## config.mk

```make
export PLATFORM = sky130hd
export DESIGN_NAME = shp_serial_port
export DESIGN_NICKNAME = d
export VERILOG_FILES = /design/src/rtl/shp_pkg.sv /design/src/rtl/shp_sync.sv /design/src/rtl/shp_edge.sv /design/src/rtl/shp_serial_port.sv
export SDC_FILE = /design/constraint.sdc
export NUM_CORES = 1
export LEC_CHECK = 0
export BUFFER_PORTS_ARGS = -buffer_cell sky130_fd_sc_hd__buf_2
export CAP_MARGIN = 20
export CORE_ASPECT_RATIO = 1.5
export CORE_UTILIZATION = 58
export CTS_CLUSTER_DIAMETER = 200
export CTS_CLUSTER_SIZE = 14
export DETAILED_ROUTE_END_ITERATION = 12
export GPL_TIMING_DRIVEN = 0
export PLACE_DENSITY = 0.88
export SYNTH_ARGS = -nofsm -noshare
export SYNTH_HDL_FRONTEND = slang
export SYNTH_SLANG_ARGS = --single-unit
```

## constraint.sdc

```tcl
create_clock -name clk_i -period 6.2 [get_ports clk_i]
set_clock_uncertainty 0.05 [all_clocks]
set_input_delay 0.62 -clock clk_i [delete_from_list [all_inputs] [get_ports clk_i]]
set_output_delay 0.62 -clock clk_i [all_outputs]
set_load 0.02 [all_outputs]
```

## src/rtl/shp_pkg.sv

```systemverilog
package shp_pkg;

   // ************************************************************
   // Serial frame layout
   // ************************************************************
   // A frame is one command byte then one data byte, MSB first.
   localparam logic [3:0] CNT_CMD_LAST = 4'h7;
   localparam logic [3:0] CNT_FRAME_LAST = 4'hF;
   localparam int unsigned CMD_RW_BIT = 7;
   localparam logic [3:0] CMD_PAGE_ZERO = 4'h0;

   // ************************************************************
   // Serial register map
   // ************************************************************
   localparam int unsigned NUM_CTRL = 7;
   localparam logic [2:0] SREG_MASK = 3'h6;
   localparam logic [2:0] SREG_STATUS = 3'h7;
   localparam logic [7:0] CTRL_RESET = 8'h00;
   localparam logic [7:0] STATUS_RESET = 8'h00;

   // ************************************************************
   // Avalon-MM register map, byte addresses
   // ************************************************************
   localparam logic [4:0] AVL_STRAP = 5'h00;
   localparam logic [4:0] AVL_CFG = 5'h04;
   localparam logic [4:0] AVL_CTRL_A = 5'h08;
   localparam logic [4:0] AVL_CTRL_B = 5'h0C;

   // Field positions of the strap register.
   localparam int unsigned STRAP_SEL_LO = 0;
   localparam int unsigned STRAP_SEL_HI = 1;
   localparam int unsigned STRAP_BUS_TYPE = 2;
   localparam int unsigned STRAP_SERIAL = 3;
   localparam int unsigned STRAP_FAULT = 4;
   localparam int unsigned STRAP_INT_PIN = 5;
   localparam int unsigned STRAP_HW_RST = 6;
   localparam int unsigned STRAP_IN_EDGE = 7;
   localparam int unsigned STRAP_OUT_EDGE = 8;

   // Configuration register field and reset value.
   localparam int unsigned CFG_PORT_EN = 0;
   localparam logic CFG_PORT_EN_RESET = 1'b1;

   // Reset image of the synchronised pins, idle levels: chip select
   // high and serial clock low, so no false edge follows reset.
   localparam logic [9:0] PIN_RESET = 10'h221;

   typedef enum logic [1:0] {
      ST_IDLE,
      ST_CMD,
      ST_DATA,
      ST_HOLD
   } shp_state_t;

endpackage

```

## src/rtl/shp_sync.sv

```systemverilog
`timescale 1ns/100ps
module shp_sync #(
   parameter int unsigned W = 1,
   parameter logic [W-1:0] RST = '0
) (
   input wire logic clk_i,
   input wire logic arst_n_i,
   input wire logic [W-1:0] async_i,
   output logic [W-1:0] sync_o
);

   logic [W-1:0] meta_q;
   logic [W-1:0] sync_q;

   // Two flops per pin; only the second stage leaves this module.
   always_ff @(posedge clk_i or negedge arst_n_i) begin
      if (!arst_n_i) begin
         meta_q <= RST;
         sync_q <= RST;
      end else begin
         meta_q <= async_i;
         sync_q <= meta_q;
      end
   end

   assign sync_o = sync_q;

endmodule

```

## src/rtl/shp_edge.sv

```systemverilog
`timescale 1ns/100ps
module shp_edge (
   input wire logic clk_i,
   input wire logic arst_n_i,
   input wire logic sclk_s_i,
   input wire logic in_edge_sel_i,
   input wire logic out_edge_sel_i,
   output logic rise_o,
   output logic fall_o,
   output logic samp_o,
   output logic launch_o,
   output logic cap_o
);

   logic prev_q;
   logic prev_d;

   // Previous level of the already synchronised serial clock.
   always_comb begin
      prev_d = sclk_s_i;
   end

   always_ff @(posedge clk_i or negedge arst_n_i) begin
      if (!arst_n_i) begin
         prev_q <= 1'b0;
      end else begin
         prev_q <= prev_d;
      end
   end

   // Edges are one-cycle strobes on the system clock.
   assign rise_o = sclk_s_i & ~prev_q;
   assign fall_o = ~sclk_s_i & prev_q;
   assign samp_o = in_edge_sel_i ? fall_o : rise_o;
   // The host captures on the opposite edge, so change on this one.
   assign cap_o = out_edge_sel_i ? rise_o : fall_o;
   assign launch_o = out_edge_sel_i ? fall_o : rise_o;

endmodule

```

## src/rtl/shp_serial_port.sv

```systemverilog
`timescale 1ns/100ps
module shp_serial_port (
   input wire logic clk_i,
   input wire logic arst_n_i,
   input wire logic [4:0] avs_address_i,
   input wire logic avs_read_i,
   input wire logic avs_write_i,
   input wire logic [31:0] avs_writedata_i,
   input wire logic [3:0] avs_byteenable_i,
   output logic [31:0] avs_readdata_o,
   output logic avs_waitrequest_o,
   input wire logic iface_select_lo_i,
   input wire logic iface_select_hi_i,
   input wire logic bus_type_sel_i,
   input wire logic cs_n_i,
   input wire logic sclk_i,
   input wire logic ser_in_i,
   input wire logic in_edge_sel_i,
   input wire logic out_edge_sel_i,
   input wire logic hw_reset_n_i,
   output logic ser_out_o,
   output logic ser_out_oe_n_o,
   input wire logic int_n_i,
   output logic int_n_o,
   output logic int_n_oe_n_o,
   input wire logic [7:0] cond_evt_i,
   output logic [55:0] ctrl_bits_o
);

   // ************************************************************
   // Pin synchronisers and serial clock edges
   // ************************************************************
   logic [9:0] pins_s;
   logic sel_lo_s, sel_hi_s, bus_type_s, cs_n_s, sclk_s, ser_in_s;
   logic in_sel_s, out_sel_s, hw_rst_n_s, int_pin_s;
   logic sclk_rise, sclk_fall, samp, launch, cap;

   shp_sync #(
      .W(10),
      .RST(shp_pkg::PIN_RESET)
   ) u_sync (
      .clk_i(clk_i),
      .arst_n_i(arst_n_i),
      .async_i({int_n_i, iface_select_lo_i, iface_select_hi_i,
                bus_type_sel_i, cs_n_i, sclk_i, ser_in_i,
                in_edge_sel_i, out_edge_sel_i, hw_reset_n_i}),
      .sync_o(pins_s)
   );

   // Straps and link pins all share the same two-flop delay.
   assign {int_pin_s, sel_lo_s, sel_hi_s, bus_type_s, cs_n_s, sclk_s,
           ser_in_s, in_sel_s, out_sel_s, hw_rst_n_s} = pins_s;

   // Only host clock edges pace the shifter.
   shp_edge u_edge (
      .clk_i(clk_i),
      .arst_n_i(arst_n_i),
      .sclk_s_i(sclk_s),
      .in_edge_sel_i(in_sel_s),
      .out_edge_sel_i(out_sel_s),
      .rise_o(sclk_rise),
      .fall_o(sclk_fall),
      .samp_o(samp),
      .launch_o(launch),
      .cap_o(cap)
   );

   // ************************************************************
   // Mode selection
   // ************************************************************
   logic serial_mode;
   logic port_en_q, port_en_d;
   logic cs_act;

   // Serial mode needs select bit one high and bit zero low.
   assign serial_mode = sel_hi_s & ~sel_lo_s;
   // A frame lives only while chip select is low in serial mode.
   assign cs_act = ~cs_n_s & serial_mode & port_en_q & hw_rst_n_s;

   // ************************************************************
   // Serial frame engine
   // ************************************************************
   shp_pkg::shp_state_t st_q, st_d;
   logic [3:0] cnt_q, cnt_d;
   logic [7:0] in_sr_q, in_sr_d;
   logic [7:0] cmd_q, cmd_d;
   logic [7:0] out_sr_q, out_sr_d;
   logic cap_seen_q, cap_seen_d;
   logic oe_n_q, oe_n_d;
   logic wr_stb, rd_ld;
   logic [7:0] wr_data;
   logic [7:0] shifted;
   logic [7:0] rd_val;
   logic [7:0] ctrl_q [shp_pkg::NUM_CTRL];
   logic [7:0] stat_q, stat_d;

   assign shifted = {in_sr_q[6:0], ser_in_s};

   // Address page must be zero; upper pages read as zero.
   always_comb begin
      rd_val = 8'h00;
      if (shifted[6:3] == shp_pkg::CMD_PAGE_ZERO) begin
         if (shifted[2:0] == shp_pkg::SREG_STATUS) begin
            rd_val = stat_q;
         end else begin
            rd_val = ctrl_q[shifted[2:0]];
         end
      end
   end

   // Next state of the shifter; any chip select release aborts.
   always_comb begin
      st_d = st_q;
      cnt_d = cnt_q;
      in_sr_d = in_sr_q;
      cmd_d = cmd_q;
      out_sr_d = out_sr_q;
      cap_seen_d = cap_seen_q;
      wr_stb = 1'b0;
      rd_ld = 1'b0;
      wr_data = shifted;
      if (!cs_act) begin
         st_d = shp_pkg::ST_IDLE;
         cnt_d = 4'h0;
         cap_seen_d = 1'b0;
      end else begin
         case (st_q)
            shp_pkg::ST_IDLE: begin
               st_d = shp_pkg::ST_CMD;
               cnt_d = 4'h0;
            end
            shp_pkg::ST_CMD: begin
               if (samp) begin
                  in_sr_d = shifted;
                  cnt_d = cnt_q + 4'h1;
                  if (cnt_q == shp_pkg::CNT_CMD_LAST) begin
                     cmd_d = shifted;
                     st_d = shp_pkg::ST_DATA;
                     cap_seen_d = 1'b0;
                     if (shifted[shp_pkg::CMD_RW_BIT]) begin
                        out_sr_d = rd_val;
                        rd_ld = 1'b1;
                     end
                  end
               end
            end
            shp_pkg::ST_DATA: begin
               if (samp) begin
                  in_sr_d = shifted;
                  cnt_d = cnt_q + 4'h1;
                  if (cnt_q == shp_pkg::CNT_FRAME_LAST) begin
                     st_d = shp_pkg::ST_HOLD;
                     wr_stb = ~cmd_q[shp_pkg::CMD_RW_BIT];
                  end
               end
               // Shift only after the host has captured the bit.
               if (cap) begin
                  cap_seen_d = 1'b1;
               end else if (launch && cap_seen_q) begin
                  out_sr_d = {out_sr_q[6:0], 1'b0};
                  cap_seen_d = 1'b0;
               end
            end
            default: begin
               st_d = shp_pkg::ST_HOLD;
            end
         endcase
      end
      oe_n_d = ~((st_d == shp_pkg::ST_DATA) & cmd_d[shp_pkg::CMD_RW_BIT]);
   end

   always_ff @(posedge clk_i or negedge arst_n_i) begin
      if (!arst_n_i) begin
         st_q <= shp_pkg::ST_IDLE;
         cnt_q <= 4'h0;
         in_sr_q <= 8'h00;
         cmd_q <= 8'h00;
         out_sr_q <= 8'h00;
         cap_seen_q <= 1'b0;
         oe_n_q <= 1'b1;
      end else begin
         st_q <= st_d;
         cnt_q <= cnt_d;
         in_sr_q <= in_sr_d;
         cmd_q <= cmd_d;
         out_sr_q <= out_sr_d;
         cap_seen_q <= cap_seen_d;
         oe_n_q <= oe_n_d;
      end
   end

   // The pin only drives while a read frame is in its data byte.
   assign ser_out_o = out_sr_q[7];
   assign ser_out_oe_n_o = oe_n_q;

   // ************************************************************
   // Control and status registers
   // ************************************************************
   genvar gi;
   generate
      for (gi = 0; gi < shp_pkg::NUM_CTRL; gi = gi + 1) begin : g_ctrl
         logic [7:0] nxt;
         // Hardware reset is a level: held low keeps bits clear.
         always_comb begin
            nxt = ctrl_q[gi];
            if (!hw_rst_n_s) begin
               nxt = shp_pkg::CTRL_RESET;
            end else if (wr_stb && cmd_q[6:3] == shp_pkg::CMD_PAGE_ZERO
                         && cmd_q[2:0] == 3'(gi)) begin
               nxt = wr_data;
            end
         end
         always_ff @(posedge clk_i or negedge arst_n_i) begin
            if (!arst_n_i) begin
               ctrl_q[gi] <= shp_pkg::CTRL_RESET;
            end else begin
               ctrl_q[gi] <= nxt;
            end
         end
         assign ctrl_bits_o[gi*8 +: 8] = ctrl_q[gi];
      end
   endgenerate

   // Status bits are write-one-to-clear; a new event wins the clear.
   always_comb begin
      stat_d = stat_q;
      if (wr_stb && cmd_q[6:3] == shp_pkg::CMD_PAGE_ZERO
          && cmd_q[2:0] == shp_pkg::SREG_STATUS) begin
         stat_d = stat_q & ~wr_data;
      end
      stat_d = stat_d | cond_evt_i;
   end

   // ************************************************************
   // Open-drain interrupt
   // ************************************************************
   logic int_oe_n_q, int_oe_n_d;

   // Pull low while any unmasked status bit stands.
   always_comb begin
      int_oe_n_d = ~|(stat_q & ctrl_q[shp_pkg::SREG_MASK]);
   end

   always_ff @(posedge clk_i or negedge arst_n_i) begin
      if (!arst_n_i) begin
         stat_q <= shp_pkg::STATUS_RESET;
         int_oe_n_q <= 1'b1;
      end else begin
         stat_q <= stat_d;
         int_oe_n_q <= int_oe_n_d;
      end
   end

   assign int_n_o = 1'b0;
   assign int_n_oe_n_o = int_oe_n_q;

   // ************************************************************
   // Avalon-MM slave
   // ************************************************************
   logic ack_q, ack_d;
   logic [31:0] rdata_q, rdata_d;
   logic fault_q, fault_d;
   logic [8:0] strap_view;

   assign strap_view = {out_sel_s, in_sel_s, ~hw_rst_n_s, int_pin_s,
                        fault_q, serial_mode, bus_type_s, sel_hi_s,
                        sel_lo_s};

   // Every access waits exactly one cycle, so read data comes from flops.
   always_comb begin
      ack_d = (avs_read_i | avs_write_i) & ~ack_q;
      rdata_d = rdata_q;
      port_en_d = port_en_q;
      fault_d = serial_mode & bus_type_s;
      if (avs_read_i && !ack_q) begin
         if (avs_address_i == shp_pkg::AVL_STRAP) begin
            rdata_d = {23'h000000, strap_view};
         end else if (avs_address_i == shp_pkg::AVL_CFG) begin
            rdata_d = {31'h00000000, port_en_q};
         end else if (avs_address_i == shp_pkg::AVL_CTRL_A) begin
            rdata_d = {ctrl_q[3], ctrl_q[2], ctrl_q[1], ctrl_q[0]};
         end else if (avs_address_i == shp_pkg::AVL_CTRL_B) begin
            rdata_d = {stat_q, ctrl_q[6], ctrl_q[5], ctrl_q[4]};
         end else begin
            rdata_d = 32'h00000000;
         end
      end
      if (avs_write_i && ack_q && avs_address_i == shp_pkg::AVL_CFG
          && avs_byteenable_i[0]) begin
         port_en_d = avs_writedata_i[shp_pkg::CFG_PORT_EN];
      end
   end

   always_ff @(posedge clk_i or negedge arst_n_i) begin
      if (!arst_n_i) begin
         ack_q <= 1'b0;
         rdata_q <= 32'h00000000;
         port_en_q <= shp_pkg::CFG_PORT_EN_RESET;
         fault_q <= 1'b0;
      end else begin
         ack_q <= ack_d;
         rdata_q <= rdata_d;
         port_en_q <= port_en_d;
         fault_q <= fault_d;
      end
   end

   assign avs_waitrequest_o = (avs_read_i | avs_write_i) & ~ack_q;
   assign avs_readdata_o = rdata_q;

   // ************************************************************
   // Checks
   // ************************************************************
   logic samp_want, launch_want;
   assign samp_want = in_sel_s ? sclk_fall : sclk_rise;
   assign launch_want = out_sel_s ? sclk_fall : sclk_rise;

   chk_par_idle: assert property (@(posedge clk_i) disable iff (!arst_n_i)
      !sel_hi_s |=> st_q == shp_pkg::ST_IDLE)
      else $error("Serial engine active in parallel mode.");
   chk_cs_noacc: assert property (@(posedge clk_i) disable iff (!arst_n_i)
      cs_n_s && hw_rst_n_s |=> $stable(ctrl_bits_o))
      else $error("Control changed with chip select high.");
   chk_samp_edge: assert property (@(posedge clk_i) disable iff (!arst_n_i)
      (cnt_q != $past(cnt_q)) && (cnt_q != 4'h0) |-> $past(samp_want))
      else $error("Input bit taken on the wrong edge.");
   chk_out_edge: assert property (@(posedge clk_i) disable iff (!arst_n_i)
      $changed(out_sr_q) && !$past(rd_ld) |-> $past(launch_want))
      else $error("Output bit moved on the wrong edge.");
   chk_int_drive: assert property (@(posedge clk_i) disable iff (!arst_n_i)
      (|(stat_q & ctrl_q[shp_pkg::SREG_MASK])) |=> !int_n_oe_n_o)
      else $error("Interrupt not pulled low.");
   chk_int_free: assert property (@(posedge clk_i) disable iff (!arst_n_i)
      !(|(stat_q & ctrl_q[shp_pkg::SREG_MASK])) |=> int_n_oe_n_o)
      else $error("Interrupt pulled low with no cause.");
   chk_hwrst_zero: assert property (@(posedge clk_i) disable iff (!arst_n_i)
      !hw_rst_n_s |=> ctrl_bits_o == 56'h00000000000000)
      else $error("Control bits survive hardware reset.");
   chk_bitpos_clr: assert property (@(posedge clk_i) disable iff (!arst_n_i)
      !cs_act |=> cnt_q == 4'h0 && st_q == shp_pkg::ST_IDLE)
      else $error("Bit position kept after chip select release.");
   chk_strap_flag: assert property (@(posedge clk_i) disable iff (!arst_n_i)
      serial_mode && bus_type_s |=> fault_q)
      else $error("Bus type strap fault not flagged.");
   chk_bus_wait: assert property (@(posedge clk_i) disable iff (!arst_n_i)
      avs_waitrequest_o |=> !avs_waitrequest_o)
      else $error("Wait request held longer than one cycle.");

endmodule

```

==> results_dict.tcl, run 1 <==
set metrics [dict create \
    hold_class "input port to async pin" \
    crit_slowest_cell "buf_1" \
    multi_input_area_um2 2829 \
    wl_per_cell_um 22.27 \
    power.total_uw 2233 \
    drt-pass1-iter-count 6 \
    synthToLayoutAreaGrowth_pct 21.25 \
    stdcell_area_um2 8302 \
    worstPathMaxFanout 10 \
    layout-drive-gt1-share 0.2513 \
    cts_tree "done" \
    start_kind "flip-flop" \
    max-vdd-ir-drop_mv 0.2119 \
    viasPerCell 6.478 \
    port_buffers 119 \
    synth_area_um2 6847 \
    die_x_um 90.71 \
    postSynthCellCount 628 \
    crit_top_cell "buf_1" \
    crit_type "flip-flop to flip-flop" \
    synth_fp_nets 696 \
    max_slew_margin 0.3463 \
    grt_pass1_vias 5979 \
    vias 6025 \
    antenna_found_initial 0 \
    grt_usage 0.3525 \
    cts_setup_buffers 0 \
    ys_async_sr_fraction 1.000 \
    clock-sinks 152 \
    clkTransAtPathRegs_ps 60 \
    grt_max_degree 91 \
    dieArea_um2 12250 \
    numCtsBuffers 17 \
    switching_share 0.2319 \
    synth_ff_type "dfrtp_1" \
    insertion_delay_ps 430 \
    ys_seq_elements 152 \
    cts-root-buf "clkbuf_16" \
    post-route-min-period_ps 2792 \
    synth-seq-area-share 0.5572 \
    cp-end-kind "flip-flop" \
    grt_pass1_wl_um 32260 \
    rsz0062_at_grt "no" \
    leakage_uw 0.003887 \
    maxSlewViolCount 0 \
    drt_wl_total_um 20720 \
    max_slew.worst_pin.slew_ps 978.5 \
    ctsLongestPathBuffers 2 \
    rr_worst_depth 6 \
    setup_slack_ps 3408 \
    ys_warn_count 0 \
    cap_violations 0 \
    path_cells "buf_1, buf_1, mux2i_1, a22oi_1, a22o_1, mux2_2" \
    p_int_uw 1715 \
    drt_iter0_drc 673 \
    max_freq_ghz 0.3582 \
    core_area_um2 11530 \
    cp.required_ps 6460 \
    dieHeight_um 135.1 \
    drtAntennaViolNets 0 \
    pin_count 156 \
    pwr-share-clk 0.504 \
    nets 835 \
    drc 0 \
    synth.distinct_cells 58 \
    place_congestion 0.9538 \
    reg2reg_slack_ps 3410 \
    fin_crit_sh 0.4503 \
    hold_violations 0 \
    synth_edf_count 0 \
    power_switching_uw 517.8 \
    dp_hpwl_um 14760 \
    synth_area_per_cell_um2 10.90 \
    cts_resized 0 \
    worstPathArrival_ps 3050 \
    status "completed" \
    regArea_um2 3815 \
    hold-worst-slack_ps 124.6 \
    htreeDepth 4 \
    pwr-share-comb 0.043 \
    gr-total-overflow 0 \
    powerDensity_nw_per_um2 268.9 \
    floorplan.initialDensity 0.5937 \
    rows 48 \
    final-setup-viol-count 0 \
    cpPeakStageDelay_ps 680 \
    place_area_um2 7664 \
    holdBufCountCts 0 \
    sequentialPowerShare 0.454 \
    fin_setup_tns_ps 0 \
    antennaDiodeCount 0 \
    dp_slack_ps 3228 \
    n_fill_cell 842 \
]
-- kinds of logic (layout without fill, tap and decap cells) --
group | Yosys count | in the layout | synth area share
AND/OR/NAND/NOR | 186 | 186 | 0.1349
AO/OA/AOI/OAI | 169 | 169 | 0.1643
flip-flops | 152 | 152 | 0.5572
multiplexers | 65 | 65 | 0.1031
buffers and inverters | 49 | 201 | 0.02961
adder cells (fa/ha/maj) | 5 | 5 | 0.009137
other | 1 | 1 | 0.0005477
XOR/XNOR | 1 | 1 | 0.001279
-- through the flow --
stage / instances / util
floorplan: 628 / -
global placement: 897 / 0.6617
detailed placement: 898 / 0.6646
CTS: 930 / 0.7199
global route: 930 / 0.7199
finish: 930 / 0.7199
-- power by group through the flow --
stage | combinational [µW] | clock, µW | sequential [µW]
floorplan | 39.6 | 0 | 1030
global placement | 89.7 | 0 | 1030
detailed placement | 94.4 | 0 | 1030
CTS | 95.2 | 1130 | 1010
global route | 105 | 1170 | 1010
finish | 95.2 | 1120 | 1010
-- Yosys cell counts, types with 3 or more instances --
cell | count | area (µm²)
nand3_1 | 43 | 215.2
dfrtp_1 | 143 | 3578
inv_1 | 6 | 22.52
a311oi_1 | 6 | 52.55
a21o_1 | 9 | 67.56
nor3_1 | 9 | 45.04
clkbuf_1 | 33 | 123.9
a21oi_1 | 6 | 30.03
ha_1 | 5 | 62.56
nor2b_1 | 11 | 68.82
nor2_1 | 12 | 45.04
nand4_1 | 6 | 37.54
o21ai_0 | 68 | 340.3
a211oi_1 | 6 | 45.04
mux2_2 | 24 | 270.3
nand2_1 | 82 | 307.8
a22o_1 | 6 | 52.55
buf_1 | 7 | 26.28
dfstp_2 | 9 | 236.5
a22oi_1 | 43 | 322.8
mux2i_1 | 39 | 390.4
nor3b_1 | 3 | 22.52
o221ai_1 | 7 | 61.31
-- flip-flops by register name (all words and copies together), names as in the netlist --
signal and flops:
cmd_q 8, port_en_q 1, out_sr_q 8, ctrl_bits_o 56
st_q 2, ack_q 1, int_n_oe_n_o 1, u_sync.meta_q 10
u_edge.prev_q 1, u_sync.sync_o 10, stat_q 8, in_sr_q 7
fault_q 1, cnt_q 4, avs_readdata_o 32, cap_seen_q 1
ser_out_oe_n_o 1
-- per-layer routing --
| metal | GRT usage | wire length (µm) | vias up |
|---|---|---|---|
| met5 | 0 | 0 | - |
| met4 | 0.1998 | 1193 | 0 |
| met3 | 0.07770 | 1375 | 84 |
| li1 | - | - | 2594 |
| met1 | 0.4115 | 7589 | 3005 |
| met2 | 0.6002 | 10560 | 342 |
-- layout make-up --
class,count,share of cell area
sequential,152,0.4595
multi-input combinational,427,0.3408
tap,150,0.02261
buffer,43,0.02170
clock inverter,15,0.02562
clock buffer,17,0.05124
timing repair buffer,120,0.07581
inverter,6,0.002713
-- cells in the final DEF, fill, tap and decap left out, types with 3 or more instances in the layout --
cell	instances
clkbuf_16	17
nor2_1	12
a21oi_1	6
mux2_2	24
a21o_1	9
dfstp_2	9
nor2b_1	11
o21ai_0	68
mux2i_1	39
nor3b_1	3
a22oi_1	43
dfrtp_1	143
nand2_1	82
nand3_1	43
a22o_1	6
ha_1	5
a311oi_1	6
nor3_1	9
clkbuf_1	33
a211oi_1	6
nand4_1	6
buf_1	7
buf_6	3
inv_6	7
o221ai_1	7
inv_1	6
buf_2	118
bufinv_16	4
-- critical path, delay by kind of cell, from the launching register on --
kind / cells / cell delay, ps
AOI/OAI and AO/OA: 2 / 330
muxes: 2 / 640
DFF: 1 / 420
buffers and inverters: 2 / 1230
-- worst paths after layout --
kind,startpoint,endpoint
setup / recovery,u_sync.sync_o[3]$_DFF_PN0_,out_sr_q[6]$_DFFE_PN0P_
hold / removal,arst_n_i,cmd_q[4]$_DFFE_PN0P_
setup reg to reg,u_sync.sync_o[3]$_DFF_PN0_,out_sr_q[6]$_DFFE_PN0P_
hold reg to reg,u_sync.meta_q[3]$_DFF_PN0_,u_sync.sync_o[3]$_DFF_PN0_
max in group asynchronous,arst_n_i,int_n_oe_n_o$_DFF_PN1_
min in group clk_i,int_n_i,u_sync.meta_q[9]$_DFF_PN1_
Note: power is estimated with default switching activity, not from simulation.
==> run 2, diff against run 1 <==
Settings changed: CORE_UTILIZATION 58 to 54, PLACE_DENSITY 0.88 to 0.83.
Clock period 6.2 ns to 2.8 ns, I/O delays scaled along.
==> results_dict.tcl, run 2 (synthesis gave the netlist of run 1 again) <==
set metrics [dict create \
    grt_pass1_vias 5909 \
    viasPerCell 6.289 \
    max-vdd-ir-drop_mv 0.3967 \
    layout-drive-gt1-share 0.2472 \
    largest_reg_flops 56 \
    antennaDiodeCount 0 \
    power_switching_uw 1130 \
    start_kind "flip-flop" \
    final_common_cell "dfrtp_1" \
    final-setup-viol-count 0 \
    grt_max_degree 100 \
    antenna_found_initial 0 \
    crit_type "flip-flop to flip-flop" \
    nets 852 \
    gr-total-overflow 0 \
    maxSlewViolCount 0 \
    drt_wl_total_um 21080 \
    dieArea_um2 13140 \
    insertion_delay_ps 420 \
    place_congestion 0.9443 \
    htreeDepth 4 \
    sequentialPowerShare 0.442 \
    max_slew_margin 0.3493 \
    clock-sinks 152 \
    numCtsBuffers 17 \
    port_buffers 119 \
    floorplan.initialDensity 0.5499 \
    drt_iter0_drc 507 \
    drtAntennaViolNets 0 \
    pwr-share-clk 0.512 \
    dp_slack_ps 87.26 \
    drc 0 \
    hold_violations 0 \
    synthToLayoutAreaGrowth_pct 24.51 \
    cp.required_ps 3060 \
    drt-pass1-iter-count 5 \
    pin_count 156 \
    dp_hpwl_um 14970 \
    max_slew.worst_pin.slew_ps 975.0 \
    worstPathArrival_ps 2880 \
    p_int_uw 3941 \
    worstPathMaxFanout 10 \
    wl_per_cell_um 22.12 \
    rows 50 \
    die_x_um 93.94 \
    ctsLongestPathBuffers 2 \
    cts-root-buf "clkbuf_16" \
    grt_pass1_wl_um 32770 \
    post-route-min-period_ps 2615 \
    max_freq_ghz 0.3824 \
    dieHeight_um 139.9 \
    pwr-share-comb 0.046 \
    fin_setup_tns_ps 0 \
    cp-end-kind "flip-flop" \
    vias 5993 \
    cts_tree "done" \
    status "completed" \
    hold_class "input port to flip-flop" \
    grt_usage 0.3389 \
    setup_slack_ps 185.0 \
    fin_crit_sh 0.9339 \
    leakage_uw 0.003994 \
    cts_setup_buffers 0 \
    clkTransAtPathRegs_ps 60 \
    cap_violations 0 \
    rsz0062_at_grt "no" \
    switching_share 0.2229 \
    core_area_um2 12450 \
    final_cell_mix "143 x dfrtp_1, 118 x buf_2, 82 x nand2_1" \
    powerDensity_nw_per_um2 594.9 \
]
run 2: cell count changes in the layout (fill, tap and decap cells not counted), sizes merged:
cell / change
inv: -3
buf: -1
bufinv: +1
dlygate4sd3: +18
clkbuf: +2
run 2: power groups by stage:
stage	Combinational (µW)	Sequential, µW	Clock [µW]
after floorplan	87.7	2280	0
after global placement	201	2280	0
after detailed placement	212	2280	0
after CTS	233	2240	2600
after global routing	253	2240	2690
final	233	2240	2600
run 2: timing repair:
item                                   4_1_cts  5_1_grt
hold buffers                                18        0
gates resized for setup                      0        2
setup endpoints to repair                    0        8
endpoints found under the hold margin       68        0
run 2: layout make-up:
cell class | count | area, µm²
fillers | 954 | 3925
flip-flops and latches | 152 | 3815
multi-input cells | 427 | 2838
repair buffers | 138 | 809.5
clock buffers | 19 | 452.9
clock inverters | 13 | 214.0
well taps | 156 | 195.2
plain buffers | 42 | 177.7
inverters | 6 | 22.52
run 2: worst paths after layout:
| check | start | to | slack, ps | cells past startpoint |
|---|---|---|---|---|
| worst max register to register | u_sync.sync_o[3]$_DFF_PN0_ | out_sr_q[5]$_DFFE_PN0P_ | 180 | 6 |
| worst min register to register | u_sync.meta_q[7]$_DFF_PN0_ | u_sync.sync_o[7]$_DFF_PN0_ | 300 | 0 |
| worst max-delay path | u_sync.sync_o[3]$_DFF_PN0_ | out_sr_q[5]$_DFFE_PN0P_ | 180 | 6 |
| max in group asynchronous | arst_n_i | u_sync.meta_q[9]$_DFF_PN1_ | 1510 | 3 |
| worst min-delay path | avs_writedata_i[0] | port_en_q$_DFFE_PN1P_ | 50 | 2 |
| min in group asynchronous | arst_n_i | in_sr_q[3]$_DFFE_PN0P_ | 320 | 2 |
run 2: routing by layer:
metal | vias to the layer above | wire, µm | track usage
met5 | - | 0 | 0
met4 | 0 | 1145 | 0.1862
met3 | 90 | 1521 | 0.07329
met2 | 309 | 10720 | 0.5540
met1 | 2969 | 7692 | 0.4140
li1 | 2625 | - | -
run 2: stage by stage:
step	power, µW	utilization	hold WS [ps]	std cells	instance area (µm²)
after floorplan	2372	-	-65.59	628	6847
after CTS	5076	0.6842	35.57	954	8518
after detailed placement	2493	0.6162	218.1	904	7671
after global placement	2480	0.6135	282.2	903	7637
final	5071	0.6847	51.68	953	8524
after global routing	5182	0.6847	50.59	953	8524
run 2: critical path: stages (launching register included):
cell     delay [ps]
dfrtp_1         420
buf_1           540
buf_1           560
mux2i_1         330
a22oi_1         120
a22o_1          220
mux2_2          260
==> run 3, diff against run 2 <==
Settings changed: ABC_AREA set to 1, CORE_UTILIZATION 54 to 55.
Clock period 2.8 ns to 2.9 ns, I/O delays scaled along.
==> results_dict.tcl, run 3 <==
set metrics [dict create \
    power.total_uw 4910 \
    crit_slowest_cell "nor3_1" \
    worstPathArrival_ps 2480 \
    dp_hpwl_um 15550 \
    nets 1213 \
    ys_seq_elements 152 \
    synth_area_um2 7523 \
    ctsLongestPathBuffers 2 \
    powerDensity_nw_per_um2 537.3 \
    stdcell_area_um2 9138 \
    dieArea_um2 14160 \
    cp-end-kind "flip-flop" \
    insertion_delay_ps 430 \
    timing.rr.start "st_q[0]$_DFF_PN0_" \
    cp.required_ps 3220 \
    post-route-min-period_ps 2163 \
    core_area_um2 13400 \
    antenna_found_initial 0 \
    holdBufCountCts 12 \
    hold_class "input port to flip-flop" \
    grt_usage 0.3211 \
    max-vdd-ir-drop_mv 0.3495 \
    viasPerCell 5.619 \
    ys_warn_count 0 \
    floorplan.initialDensity 0.5613 \
    final_common_cell "nand2_1" \
    place_area_um2 8361 \
    path_cells "inv_1, ha_1, clkbuf_2, nor3_1, nand3_1, nand2_1, nand2_1, nand2_1" \
    synth_ff_type "dfrtp_1" \
    synth_edf_count 0 \
    vias 7417 \
    min-delay-start "cond_evt_i[7]" \
    pin_count 156 \
    dieHeight_um 145.2 \
    worstPathMaxFanout 8 \
    numCtsBuffers 17 \
    leakage_uw 0.004968 \
    max_freq_ghz 0.4624 \
    die_x_um 97.50 \
    clock-sinks 152 \
    rsz0062_at_grt "no" \
    postSynthCellCount 992 \
    crit_type "flip-flop to flip-flop" \
    max_slew.worst_pin.slew_ps 909.8 \
    drt_iter0_drc 677 \
    final_cell_mix "403 x nand2_1, 143 x dfrtp_1, 128 x inv_1" \
    max_slew_margin 0.3935 \
    grt_max_degree 82 \
    layout-drive-gt1-share 0.1658 \
    ys_async_sr_fraction 1.000 \
    synth_top_area_cell "dfrtp_1" \
    place_congestion 0.9340 \
    largest_reg_flops 56 \
    cts_setup_buffers 0 \
    fin_setup_tns_ps 0 \
    drt_wl_total_um 22160 \
    synth_area_per_cell_um2 7.584 \
    holdPathStages 3 \
    cts-root-buf "clkbuf_16" \
    synthToLayoutAreaGrowth_pct 21.45 \
    clkTransAtPathRegs_ps 60 \
    synth_fp_nets 1060 \
    final-setup-viol-count 0 \
    port_buffers 120 \
    cap_violations 0 \
    reg2reg_slack_ps 740 \
    reg2reg_to "out_sr_q[7]$_DFFE_PN0P_" \
    start_kind "flip-flop" \
    drt-pass1-iter-count 8 \
    cts_resized 0 \
    n_fill_cell 1096 \
    status "completed" \
    htreeDepth 4 \
    rr_worst_depth 8 \
    drtAntennaViolNets 0 \
    rows 52 \
    cpPeakStageDelay_ps 720 \
    yosysMostFrequentCell "nand2_1" \
    fin_crit_sh 0.7458 \
    gr-total-overflow 0 \
    crit_top_cell "nand2_1" \
    grt_pass1_vias 7000 \
    synth.distinct_cells 33 \
    drc 0 \
    wl_per_cell_um 16.79 \
    yosysTopAreaCellShare 0.4756 \
    synth-seq-area-share 0.5071 \
    synth_common_cells "403 x nand2_1, 143 x dfrtp_1, 128 x inv_1" \
    hold_violations 0 \
    grt_pass1_wl_um 35250 \
    min_to "stat_q[7]$_DFF_PN0_" \
    antennaDiodeCount 0 \
    synth.area.top_cells "dfrtp_1 48%, nand2_1 20%, nand3_1 7.9%" \
    cts_tree "done" \
    maxSlewViolCount 0 \
]
==> run 3: logic make-up (layout without fill, tap and decap cells) <==
| family | count (synthesis) | count (layout) | share of synthesized area |
|---|---|---|---|
| simple gates | 585 | 585 | 0.3333 |
| compound gates | 74 | 74 | 0.05738 |
| buf+inv | 174 | 340 | 0.09230 |
| other cells | 1 | 1 | 0.0004984 |
| xor+xnor | 1 | 1 | 0.001164 |
| flops | 152 | 152 | 0.5071 |
| fa+ha+maj | 5 | 5 | 0.008315 |
==> run 3: worst max path at each step <==
stage                            from                        endpoint  slack (ps)  depth (start not counted)
finish              st_q[0]$_DFF_PN0_         out_sr_q[7]$_DFFE_PN0P_         740                          8
global route        st_q[0]$_DFF_PN0_         out_sr_q[7]$_DFFE_PN0P_         500                          8
floorplan           st_q[0]$_DFF_PN0_         out_sr_q[1]$_DFFE_PN0P_        1210                          8
detailed placement  st_q[0]$_DFF_PN0_         out_sr_q[7]$_DFFE_PN0P_         760                          8
global placement             arst_n_i  avs_readdata_o[10]$_DFFE_PN0P_        -690                          1
CTS                 st_q[0]$_DFF_PN0_         out_sr_q[7]$_DFFE_PN0P_         740                          8
==> run 3: through the flow <==
| stage | setup slack, ps | std cells | hold WS [ps] | util |
|---|---|---|---|---|
| 2_1_floorplan | 1214 | 992 | -55.59 | - |
| 3_3_place_gp | -690.2 | 1274 | 281.6 | 0.6213 |
| 3_5_place_dp | 761.7 | 1275 | 284.7 | 0.6238 |
| 4_1_cts | 738.0 | 1319 | 0.6368 | 0.6810 |
| 5_1_grt | 504.0 | 1320 | 3.029 | 0.6818 |
| 6_report | 737.2 | 1320 | 1.216 | 0.6818 |
==> run 3: where the power goes <==
part	total, µW	internal (µW)	switching [µW]
clock network	2450	1550	893
registers	2180	2160	21.0
logic	286	81.1	205
==> run 3: cell type report <==
class                           instances  area (µm²)  area share
Buffer                                 42       188.9     0.02068
Clock buffer                           21       450.4     0.04929
Clock inverter                         11       196.4     0.02150
Inverter                              132       505.5     0.05532
Multi-Input combinational cell        666        3014      0.3299
Sequential cell                       152        3815      0.4175
Tap cell                              162       202.7     0.02218
Timing Repair Buffer                  134       764.5     0.08366
==> run 3: worst max-delay path: cells and delay by family (launching register included) <==
kind | cells | cell delay, ps
adders and majority gates | 1 | 210
buffers and inverters | 2 | 250
DFF | 1 | 390
and+or+nand+nor | 5 | 1210
==> run 3: per-layer routing <==
layer | part of all wire | track usage
met1 | 0.36 | 0.3819
met2 | 0.48 | 0.5154
met3 | 0.082 | 0.06696
met4 | 0.072 | 0.2272
met5 | 0 | 0
